### src/hdl/sfmc_defs.svh
/*
  Constants for the framed-mode control block: register offsets, bit
  positions, reset values and prescale codes.
  Assumes inclusion by its bare name from the design and bench files.
*/
`ifndef SFMC_DEFS_SVH
`define SFMC_DEFS_SVH
`define SFMC_ADDR_W        4
`define SFMC_OFS_CTRL1     4'h0
`define SFMC_OFS_CTRL2     4'h4
`define SFMC_OFS_STAT      4'h8
`define SFMC_CTRL2_RST     16'h0000
`define SFMC_CTRL2_WMASK   16'he002
`define SFMC_CTRL1_RST     16'h0000
`define SFMC_CTRL1_WMASK   16'h051f
`define SFMC_BIT_FRAMED_EN 15
`define SFMC_BIT_DIR       14
`define SFMC_BIT_POL       13
`define SFMC_BIT_EDGE      1
`define SFMC_BIT_WORD16    10
`define SFMC_BIT_CLK_EDGE  8
`define SFMC_SPRE_LSB      2
`define SFMC_PPRE_LSB      0
`define SFMC_PPRE_64       2'h0
`define SFMC_PPRE_16       2'h1
`define SFMC_PPRE_4        2'h2
`define SFMC_DIV_64        9'h040
`define SFMC_DIV_16        9'h010
`define SFMC_DIV_4         9'h004
`define SFMC_DIV_1         9'h001
`define SFMC_BITS_16       5'h10
`define SFMC_BITS_8        5'h08
`endif

### src/hdl/sfmc_pkg.sv
/*
  Types for the framed-mode control block.
  Assumes the defs header sits on the include path.
*/
package sfmc_pkg;
  typedef struct packed {
    logic frm_en;
    logic sync_dir;
    logic sync_pol;
    logic sync_edge;
  } sfmc_cfg_s;

  typedef enum logic [1:0] {
    SFMC_IDLE  = 2'b00,
    SFMC_LEAD  = 2'b01,
    SFMC_SHIFT = 2'b10
  } sfmc_state_e;
endpackage

### src/hdl/sfmc_ctrl.sv
/*
  Framed-mode control: control registers, bit-clock prescaler and frame
  sync generation (master) or detection (slave) on the select pin.
  Assumes a plain register port on clk_sys and an external serial peer
  whose sync pin is asynchronous to clk_sys.
*/
`timescale 1ns/1ps
`include "sfmc_defs.svh"

module sfmc_ctrl (
  // Clock and reset
  input  wire logic                     clk_sys,
  input  wire logic                     rstn,
  // Register port
  input  wire logic [`SFMC_ADDR_W-1:0]  reg_addr,
  input  wire logic [15:0]              reg_wdata,
  input  wire logic                     reg_wr,
  input  wire logic                     reg_rd,
  output logic      [15:0]              reg_rdata,
  // Frame start request from the shift engine
  input  wire logic                     frame_req,
  // Select pin as frame sync
  input  wire logic                     sync_pin_in,
  output logic                          sync_pin_out,
  output logic                          sync_pin_oe,
  // Bit timing towards the shift engine
  output logic                          bit_tick,
  output logic                          frame_start,
  output logic      [4:0]               frame_bits
);

  // Registered state
  logic [15:0]           ctrl1_reg;
  logic [15:0]           ctrl1_next;
  logic [15:0]           ctrl2_reg;
  logic [15:0]           ctrl2_next;
  logic [8:0]            div_cnt_reg;
  logic [8:0]            div_cnt_next;
  logic [4:0]            bit_cnt_reg;
  logic [4:0]            bit_cnt_next;
  logic                  sync_out_reg;
  logic                  sync_out_next;
  logic                  sync_s1_reg;
  logic                  sync_s2_reg;
  logic                  sync_s3_reg;
  logic                  start_reg;
  logic                  start_next;
  logic [15:0]           rdata_reg;
  logic [15:0]           rdata_next;
  sfmc_pkg::sfmc_state_e state_reg;
  sfmc_pkg::sfmc_state_e state_next;

  // Decode and datapath
  sfmc_pkg::sfmc_cfg_s   cfg;
  wire logic [1:0]       ppre = ctrl1_reg[`SFMC_PPRE_LSB +: 2];
  wire logic [2:0]       spre = ctrl1_reg[`SFMC_SPRE_LSB +: 3];
  wire logic [8:0]       pdiv;
  wire logic [8:0]       sdiv;
  wire logic [8:0]       full_div;
  wire logic             tick;
  wire logic             div_clr;
  wire logic             last_bit;
  wire logic             busy;
  wire logic [15:0]      stat_word;
  wire logic             sync_act;
  wire logic             sync_edge_in;
  wire logic             master;
  wire logic             wr_c1;
  wire logic             wr_c2;
  wire logic             sel_c1;
  wire logic             sel_c2;
  wire logic             sel_st;

  assign cfg.frm_en    = ctrl2_reg[`SFMC_BIT_FRAMED_EN];
  assign cfg.sync_dir  = ctrl2_reg[`SFMC_BIT_DIR];
  assign cfg.sync_pol  = ctrl2_reg[`SFMC_BIT_POL];
  assign cfg.sync_edge = ctrl2_reg[`SFMC_BIT_EDGE];

  assign pdiv = (ppre == `SFMC_PPRE_64) ? `SFMC_DIV_64 :
                (ppre == `SFMC_PPRE_16) ? `SFMC_DIV_16 :
                (ppre == `SFMC_PPRE_4)  ? `SFMC_DIV_4  : `SFMC_DIV_1;
  // Secondary code 111 is 1:1, 000 is 8:1
  assign sdiv     = 9'(4'h8 - {1'b0, spre});
  // relies on software
  // 64 x 8 wraps to zero; compare at all-ones still spans 512
  assign full_div = 9'(pdiv * sdiv);
  assign tick     = (div_cnt_reg == 9'(full_div - 9'h001));

  assign frame_bits = ctrl1_reg[`SFMC_BIT_WORD16] ? `SFMC_BITS_16 : `SFMC_BITS_8;

  assign master = cfg.frm_en & ~cfg.sync_dir;
  assign sync_act     = sync_s2_reg ^ ~cfg.sync_pol;
  // Edge on the synchronised level, never on the raw pin
  assign sync_edge_in = sync_act & ~(sync_s3_reg ^ ~cfg.sync_pol);

  assign sync_pin_out = sync_out_reg ^ ~cfg.sync_pol;
  // pin drive only when framed master
  assign sync_pin_oe  = master;
  // Ticks only while a frame runs
  assign bit_tick     = tick & busy;
  assign frame_start  = start_reg;
  assign reg_rdata    = rdata_reg;

  // Register decode
  assign sel_c1 = (reg_addr == `SFMC_OFS_CTRL1);
  assign sel_c2 = (reg_addr == `SFMC_OFS_CTRL2);
  assign sel_st = (reg_addr == `SFMC_OFS_STAT);
  assign wr_c1  = reg_wr & sel_c1;
  assign wr_c2  = reg_wr & sel_c2;

  // Status: busy, synchronised sync level, state
  assign busy      = (state_reg != sfmc_pkg::SFMC_IDLE);
  assign stat_word = {11'h000, busy, sync_act, 1'b0, state_reg};

  // CTRL2 bit zero not stored; kept by software
  assign ctrl1_next = wr_c1 ? (reg_wdata & `SFMC_CTRL1_WMASK) : ctrl1_reg;
  assign ctrl2_next = wr_c2 ? (reg_wdata & `SFMC_CTRL2_WMASK) : ctrl2_reg;
  // Read data only in the cycle after the strobe
  assign rdata_next = ~reg_rd ? 16'h0000 :
                      sel_c1  ? ctrl1_reg :
                      sel_c2  ? ctrl2_reg :
                      sel_st  ? stat_word :
                                16'h0000;

  // Counter parked while idle so the first period is whole
  assign div_clr      = tick | (state_reg == sfmc_pkg::SFMC_IDLE);
  assign div_cnt_next = div_clr ? 9'h000 : 9'(div_cnt_reg + 9'h001);
  assign last_bit     = (5'(bit_cnt_reg + 5'h01) == frame_bits);

  always_comb begin
    // Pulses drop unless a state holds them
    state_next    = state_reg;
    bit_cnt_next  = bit_cnt_reg;
    sync_out_next = 1'b0;
    start_next    = 1'b0;
    case (state_reg)
      sfmc_pkg::SFMC_IDLE: begin
        // master starts on request, slave on sync edge
        if (master && frame_req) begin
          state_next    = cfg.sync_edge ? sfmc_pkg::SFMC_SHIFT : sfmc_pkg::SFMC_LEAD;
          sync_out_next = 1'b1;
          start_next    = cfg.sync_edge;
          bit_cnt_next  = 5'h00;
        end else if (cfg.frm_en && cfg.sync_dir && sync_edge_in) begin
          state_next   = cfg.sync_edge ? sfmc_pkg::SFMC_SHIFT : sfmc_pkg::SFMC_LEAD;
          start_next   = cfg.sync_edge;
          bit_cnt_next = 5'h00;
        end
      end
      sfmc_pkg::SFMC_LEAD: begin
        sync_out_next = master & ~tick;
        if (tick) begin
          state_next = sfmc_pkg::SFMC_SHIFT;
          start_next = 1'b1;
        end
      end
      sfmc_pkg::SFMC_SHIFT: begin
        sync_out_next = master & cfg.sync_edge & (bit_cnt_reg == 5'h00) & ~tick;
        if (tick) begin
          bit_cnt_next = 5'(bit_cnt_reg + 5'h01);
          if (last_bit) begin
            state_next = sfmc_pkg::SFMC_IDLE;
          end
        end
      end
      default: begin
        // Unused code falls back to idle
        state_next = sfmc_pkg::SFMC_IDLE;
      end
    endcase
    if (!cfg.frm_en) begin
      state_next    = sfmc_pkg::SFMC_IDLE;
      sync_out_next = 1'b0;
      start_next    = 1'b0;
    end
  end

  // Pin is asynchronous: two flops, third only for edge detect
  always_ff @(posedge clk_sys) begin
    sync_s1_reg <= sync_pin_in;
    sync_s2_reg <= sync_s1_reg;
    sync_s3_reg <= sync_s2_reg;
  end

  // Registers and state, synchronous reset
  always_ff @(posedge clk_sys) begin
    if (!rstn) begin
      ctrl1_reg    <= `SFMC_CTRL1_RST;
      ctrl2_reg    <= `SFMC_CTRL2_RST;
      div_cnt_reg  <= 9'h000;
      bit_cnt_reg  <= 5'h00;
      sync_out_reg <= 1'b0;
      start_reg    <= 1'b0;
      rdata_reg    <= 16'h0000;
      state_reg    <= sfmc_pkg::SFMC_IDLE;
    end else begin
      ctrl1_reg    <= ctrl1_next;
      ctrl2_reg    <= ctrl2_next;
      div_cnt_reg  <= div_cnt_next;
      bit_cnt_reg  <= bit_cnt_next;
      sync_out_reg <= sync_out_next;
      start_reg    <= start_next;
      rdata_reg    <= rdata_next;
      state_reg    <= state_next;
    end
  end

endmodule

### config.mk
export PLATFORM = sky130hd
export DESIGN_NAME = sfmc_ctrl
export DESIGN_NICKNAME = d
export VERILOG_FILES = /design/src/hdl/sfmc_pkg.sv /design/src/hdl/sfmc_ctrl.sv
export VERILOG_INCLUDE_DIRS = /design/src /design/src/hdl
export SDC_FILE = /design/constraint.sdc
export NUM_CORES = 1
export LEC_CHECK = 0
export BUFFER_PORTS_ARGS = -buffer_cell sky130_fd_sc_hd__buf_2
export CAP_MARGIN = 25
export CELL_PAD_IN_SITES_DETAIL_PLACEMENT = 1
export CELL_PAD_IN_SITES_GLOBAL_PLACEMENT = 1
export CORE_MARGIN = 1
export CORE_UTILIZATION = 46
export DETAILED_ROUTE_END_ITERATION = 8
export GPL_TIMING_DRIVEN = 0
export PLACE_DENSITY_LB_ADDON = 0.1
export SYNTH_ARGS = -nofsm -noshare
export SYNTH_HDL_FRONTEND = slang
export SYNTH_SLANG_ARGS = --single-unit
### constraint.sdc
create_clock -name clk_sys -period 8.1 [get_ports clk_sys]
set_input_delay 0.81 -clock clk_sys [delete_from_list [all_inputs] [get_ports clk_sys]]
set_output_delay 0.81 -clock clk_sys [all_outputs]
set_load 0.05 [all_outputs]
==> metrics.md, run 1 <==
| Metric | Value |
|---|---|
| Clk slew on worst S/H paths | 0.08 ns |
| Initial antenna violation count | 0 |
| Via count | 2219 |
| Switching share of power | 0.261 |
| Max clock buf depth | 2 |
| Commonest non-fill, non-tap cell in the layout | dfxtp_1 |
| Endpoints failing hold | 0 |
| Diode count | 0 |
| Leakage power | 1.40 nW |
| HP Class | reg -> reg |
| Async S/R FF share, synth | 0 |
| Placed cell count | 422 |
| Root buf cell | clkbuf_8 |
| Skew final | 0.0104 ns |
| GRT Util Overall | 0.211 |
| CP max stage cell | fa_1 |
| Worst Tran Pin Value | 0.721 ns |
| Seq cells post-synth | 42 |
| Synthesis Warnings | 0 |
| Period Utilization, post-route | 0.686 |
| Clock latency on the worst-skew pair | 0.30 ns |
| Most frequent cells in the layout | dfxtp_1, buf_2, nor2_1, inv_1, ha_1 |
| Post-CTS sizing | 0 |
| R2r setup slk | 3.55 ns |
| Max-slew headroom | 0.516 |
| Mean Syn Cell Area | 9.18 sq um |
| DIE WIDTH | 79.9 um |
| Final setup TNS | 0 ns |
| Layout cells sized above 1 | 0.203 |
| CTS tree | yes |
| Power Density | 121 nW/um^2 |
| Max Slew Vio Count | 0 |
| Run status | finished, final reports clean |
| Clock power frac | 0.349 |
| Drt drc | 0 |
| Net switching power figure | 101 uW |
| Full die area | 6380 sq um |
| Cells after Synth | 304 |
| Required @ worst endpoint | 7.29 ns |
| Number of DRC markers in iteration 0 | 51 |
| Initial DRT Pass Iterations | 4 |
| Crit end category | output port |
| Arr. time, crit path | 4.75 ns |
| Post-CTS Setup Repair Bufs | 0 |
| Mapped cell area | 2790 sq um |
| Combinational Power Share | 0.107 |
| EDFF count, synth | 0 |
| Share of power burned in registers | 0.544 |
| Pin count of the biggest net entering global routing | 14 |
| Clock Sinks | 42 |
| CTS H-Tree Depth | 2 |
| Critical path fanouts, max | 8 |
| RSZ-0062 raised after global routing | no |
| Post-route ant nets | 0 |
| Routed wire length | 6250 um |
| Top_reg_cell synth | dfxtp_1 |
| First-pass GRT wire length | 10400 um |
| Final Instance Area | 3180 sq um |
| Hold buffer count at cts | 0 |
| Crit Path Category | reg -> out |
| Vias in the first global route | 2149 |
| Post-route insts no fill | 430 |
| Cell Area, Placed | 3090 sq um |
| WL/cell | 14.5 um |
| Endpoints failing setup | 0 |
| Avg Vias per Cell | 5.16 |
| Placed wire-length estimate | 4920 um |
| Chip height | 79.9 um |
| Internal power | 285 uW |
| CTS Buf Count | 5 |
| Initial core utilization | 0.474 |
| CP Launch Type | register |
| RD Place Congestion | 0.750 |
| Row count | 28 |
| Max Cap Viol | 0 |
| Fin crit period | 5.56 ns |
| Fmax achieved | 180 MHz |
| Core outline area | 5890 sq um |
| Boundary Pins | 51 |
| Unique cell type count in the Yosys netlist | 55 |
| Worst path cell trace | inv_1 > ha_1 > xor2_1 > nor2_1 > ha_1 > inv_1 > fa_1 > inv_1 > ha_1 > a211oi_1 > o21bai_1 > a21oi_1 > xnor2_1 > or3_1 > buf_2 > nor2_1 > buf_2 |
| Critical Path Max Stage Delay | 0.61 ns |
| Peak supply drop | 0.0675 mV |
| Area growth, synth to finish | 13.8% |
| Net count reported at finish | 410 |
| Max FFs per register | 10 |
| GRT overflow | 0 |
| Seq/Total Area, Yosys | 0.301 |
| Port Buffers | 35 |
## per-stage QoR
stage / hold slack [ns] / worst slack [ns] / utilization / total power [mW]
final: 0.340 / 2.54 / 0.540 / 0.385
after global placement: 0.319 / 3.01 / 0.525 / 0.255
after global routing: 0.363 / 2.22 / 0.540 / 0.403
after detailed placement: 0.326 / 2.86 / 0.525 / 0.255
after CTS: 0.347 / 2.50 / 0.540 / 0.390
after floorplan: 0.310 / 3.12 / - / 0.245
## power groups by stage
| stage | clock [mW] | combinational [mW] | sequential (mW) |
|---|---|---|---|
| floorplan | 0 | 0.0310 | 0.214 |
| global placement | 0 | 0.0404 | 0.214 |
| detailed placement | 0 | 0.0411 | 0.214 |
| CTS | 0.140 | 0.0414 | 0.209 |
| global route | 0.148 | 0.0446 | 0.210 |
| finish | 0.135 | 0.0413 | 0.209 |
## routing by layer
metal,wire length [um],up-vias,GRT usage
met2,2970,42,0.344
met5,0,-,0
met4,65,0,0.0536
li1,-,1107,-
met1,2980,1064,0.283
met3,227,6,0.0434
## worst max-delay path: cells and delay by family, from the launching register on
kind            cells  cell delay (ns)
fa+ha+maj           4             1.42
buf+inv             5             0.71
xor+xnor            2             0.63
compound gates      3             0.63
simple gates        3             0.62
flops               1             0.42
## cell usage after synthesis (all sizes together), types with 5 or more instances
cell | count | area share
mux2i | 15 | 0.054
nor2b | 16 | 0.036
dfxtp | 42 | 0.30
and2 | 8 | 0.018
xnor2 | 11 | 0.048
nor3 | 8 | 0.020
ha | 26 | 0.12
buf | 11 | 0.029
clkbuf | 5 | 0.0067
o21ai | 9 | 0.016
nor2 | 30 | 0.040
inv | 26 | 0.035
xor2 | 17 | 0.053
nand2 | 15 | 0.020
nand3 | 9 | 0.016
## cells by family (layout without fill, tap and decap cells)
group                      Yosys count  in the layout  synth area share
AOI/OAI and AO/OA                   32             32            0.0946
xor gates and xnor gates            28             28             0.101
adders and majority gates           30             30             0.145
buffers and inverters               42             85            0.0704
DFF                                 42             42             0.301
muxes                               15             15            0.0538
other                                1              9           0.00134
and+or+nand+nor                    114            114             0.232
## area by class of cell
| class | instances | area, sq um |
|---|---|---|
| plain buffers | 16 | 98.8 |
| clock buffers | 6 | 72.6 |
| clock inverters | 2 | 13.8 |
| fillers | 725 | 2710 |
| inverters | 26 | 97.6 |
| multi-input cells | 228 | 1780 |
| flip-flops and latches | 42 | 841 |
| well taps | 75 | 93.8 |
| repair buffers | 35 | 175 |
## path summary, 6_finish.rpt
check / from / to / depth (start not counted)
max: ctrl1_reg[2] / bit_tick / 17
min: sync_s1_reg / sync_s2_reg / 0
max reg2reg: ctrl1_reg[2] / sync_out_reg / 18
min reg2reg: sync_s1_reg / sync_s2_reg / 0
(Power assumes the default switching activity.)
==> inputs of run 2 (changes only) <==
--- a/config.mk
+++ b/config.mk
@@ -11,7 +11,7 @@
 export CELL_PAD_IN_SITES_DETAIL_PLACEMENT = 1
 export CELL_PAD_IN_SITES_GLOBAL_PLACEMENT = 1
 export CORE_MARGIN = 1
-export CORE_UTILIZATION = 46
+export CORE_UTILIZATION = 38
 export DETAILED_ROUTE_END_ITERATION = 8
 export GPL_TIMING_DRIVEN = 0
 export PLACE_DENSITY_LB_ADDON = 0.1
==> constraint.sdc (replaced) <==
create_clock -name clk_sys -period 5.06 [get_ports clk_sys]
set_input_delay 0.506 -clock clk_sys [delete_from_list [all_inputs] [get_ports clk_sys]]
set_output_delay 0.506 -clock clk_sys [all_outputs]
set_load 0.05 [all_outputs]
==> metrics.md, run 2 (synthesized netlist as in run 1, its figures left out) <==
| Metric | Value |
|---|---|
| Avg Vias per Cell | 4.78 (was 5.16) |
| CP Launch Type | register (unchanged) |
| Cell Area, Placed | 3120 sq um (was 3090 sq um) |
| Max clock buf depth | 2 (unchanged) |
| Arr. time, crit path | 4.26 ns (was 4.75 ns) |
| Row count | 30 (was 28) |
| Register area | 842 sq um (was 841 sq um) |
| Max Slew Vio Count | 0 (unchanged) |
| Critical path fanouts, max | 6 (was 8) |
| Min-Delay Path Depth | 1 (was 0) |
| Diode count | 0 (unchanged) |
| Layout cells sized above 1 | 0.229 (was 0.203) |
| CTS tree | yes (unchanged) |
| HP Class | in -> reg (was reg -> reg) |
| Hold buffer count at cts | 0 (unchanged) |
| Number of DRC markers in iteration 0 | 42 (was 51) |
| Port Buffers | 35 (unchanged) |
| Area growth, synth to finish | 17.4% (was 13.8%) |
| Core outline area | 6940 sq um (was 5890 sq um) |
| Startpoint of the worst hold path | sync_pin_in (was sync_s1_reg) |
| Max Cap Viol | 0 (unchanged) |
| Reg-to-Reg Start | ctrl1_reg[2] (unchanged) |
| CTS H-Tree Depth | 2 (unchanged) |
| RD Place Congestion | 0.775 (was 0.750) |
| Crit Path Category | reg -> out (unchanged) |
| WL/cell | 13.4 um (was 14.5 um) |
| Peak supply drop | 0.116 mV (was 0.0675 mV) |
| Boundary Pins | 51 (unchanged) |
| Chip height | 87.7 um (was 79.9 um) |
| Filler cells | 836 (was 725) |
| Routed wire length | 6110 um (was 6250 um) |
| Fmax achieved | 210 MHz |
| FF-to-FF path depth | 18 (unchanged) |
| Initial core utilization | 0.402 (was 0.474) |
| Clk slew on worst S/H paths | 0.09 ns (was 0.08 ns) |
| GRT Util Overall | 0.170 (was 0.211) |
| Root buf cell | clkbuf_8 (unchanged) |
| Period Utilization, post-route | 0.942 |
| Clock latency on the worst-skew pair | 0.30 ns (about the same) |
| Endpoints failing setup | 0 (unchanged) |
| Leakage power | 1.43 nW (was 1.40 nW) |
| Most frequent cells in the layout | dfxtp_1, buf_2, nor2_1, inv_1, ha_1 (unchanged) |
| Skew final | 0.00717 ns (was 0.0104 ns) |
| Final Instance Area | 3280 sq um (was 3180 sq um) |
| DIE WIDTH | 87.7 um (was 79.9 um) |
| Full die area | 7690 sq um (was 6380 sq um) |
| Initial antenna violation count | 0 (unchanged) |
| Area of the multi-input gates | 1820 sq um (was 1780 sq um) |
| Placed wire-length estimate | 4820 um (was 4920 um) |
| Vias in the first global route | 2172 (was 2149) |
| Reg2reg end | state_reg[0] (was sync_out_reg) |
| Hold Path End | sync_s1_reg (was sync_s2_reg) |
| First-pass GRT wire length | 10200 um (was 10400 um) |
| Util after Layout | 0.472 (was 0.540) |
| Max-slew headroom | 0.627 (was 0.516) |
| Power Density | 194 nW/um^2 (was 121 nW/um^2) |
| Final setup TNS | 0 ns (unchanged) |
| Net count reported at finish | 413 (was 410) |
| Run status | finished, final reports clean (unchanged) |
| Commonest non-fill, non-tap cell in the layout | dfxtp_1 (unchanged) |
| Clock Sinks | 42 (unchanged) |
| R2r setup slk | 0.92 ns (was 3.55 ns) |
| Required @ worst endpoint | 4.55 ns (was 7.29 ns) |
| Crit end category | output port (unchanged) |
| Max FFs per register | 10 (unchanged) |
| Worst Tran Pin Value | 0.555 ns (was 0.721 ns) |
| Initial DRT Pass Iterations | 4 (unchanged) |
| Pin count of the biggest net entering global routing | 14 (unchanged) |
| GRT overflow | 0 (unchanged) |
| Drt drc | 0 (unchanged) |
| RSZ-0062 raised after global routing | no (unchanged) |
| CTS Buf Count | 5 (unchanged) |
| Via count | 2171 (was 2219) |
| Post-route ant nets | 0 (unchanged) |
| Endpoints failing hold | 0 (unchanged) |
| Fin crit period | 4.77 ns |
[run 2: changes by cell type in the layout (fill, tap and decap cells not counted), sizes merged]
cell,change
buf,+3
clkinv,-1
clkinvlp,+1
[run 2: cell type report]
type	instances	area share
multi-input cells	228	0.556
flip-flops and latches	42	0.257
repair buffers	38	0.0611
well taps	96	0.0367
plain buffers	16	0.0302
inverters	26	0.0298
clock buffers	6	0.0252
clock inverters	2	0.00382
[run 2: repair_timing]
item / 4_1_cts / 5_1_grt
buffers inserted: 0 / 3
gates resized for setup: 3 / 5
setup endpoints to repair: 1 / 1
[run 2: worst max-delay path by stage]
stage	from	to	slack (ns)	depth (start not counted)
5_1_grt	ctrl1_reg[2]	bit_tick	0.03	18
4_1_cts	ctrl1_reg[2]	bit_tick	0.03	17
3_5_place_dp	ctrl1_reg[2]	bit_tick	0.23	17
2_1_floorplan	ctrl1_reg[2]	bit_tick	0.38	17
6_report	ctrl1_reg[2]	bit_tick	0.29	18
3_3_place_gp	ctrl1_reg[2]	bit_tick	0.24	17
[run 2: where the power goes]
part	leakage, nW	total [mW]	switching, mW	internal, mW
Clock	0.0472	0.232	0.123	0.110
Sequential	0.340	0.335	0.00254	0.333
Combinational	1.05	0.0674	0.0411	0.0263
[run 2: layer usage]
layer / up-vias / GRT usage / part of all wire
li1: 1114 / - / -
met1: 1022 / 0.231 / 0.50
met2: 30 / 0.279 / 0.47
met3: 5 / 0.0292 / 0.025
met4: 0 / 0.0492 / 0.0085
met5: - / 0 / 0
[run 2: critical path: stages, from the launching register on]
cell	delay [ns]
dfxtp_2	0.38
inv_1	0.11
ha_1	0.24
xor2_2	0.16
nor3b_1	0.22
ha_1	0.26
inv_1	0.06
ha_1	0.21
inv_1	0.06
ha_1	0.22
ha_1	0.36
xor2_1	0.19
xnor2_1	0.14
nor4_2	0.30
nand4_2	0.23
or3_1	0.35
buf_2	0.17
nor2_1	0.10
buf_4	0.21
[run 2: metrics by stage]
stage / hold WS [ns] / power [mW] / instances / setup WS [ns]
5_1_grt: 0.290 / 0.667 / 454 / 0.0274
2_1_floorplan: 0.310 / 0.393 / 312 / 0.384
3_5_place_dp: 0.315 / 0.409 / 443 / 0.230
3_3_place_gp: 0.312 / 0.408 / 443 / 0.241
4_1_cts: 0.291 / 0.644 / 451 / 0.0327
6_report: 0.303 / 0.635 / 454 / 0.294
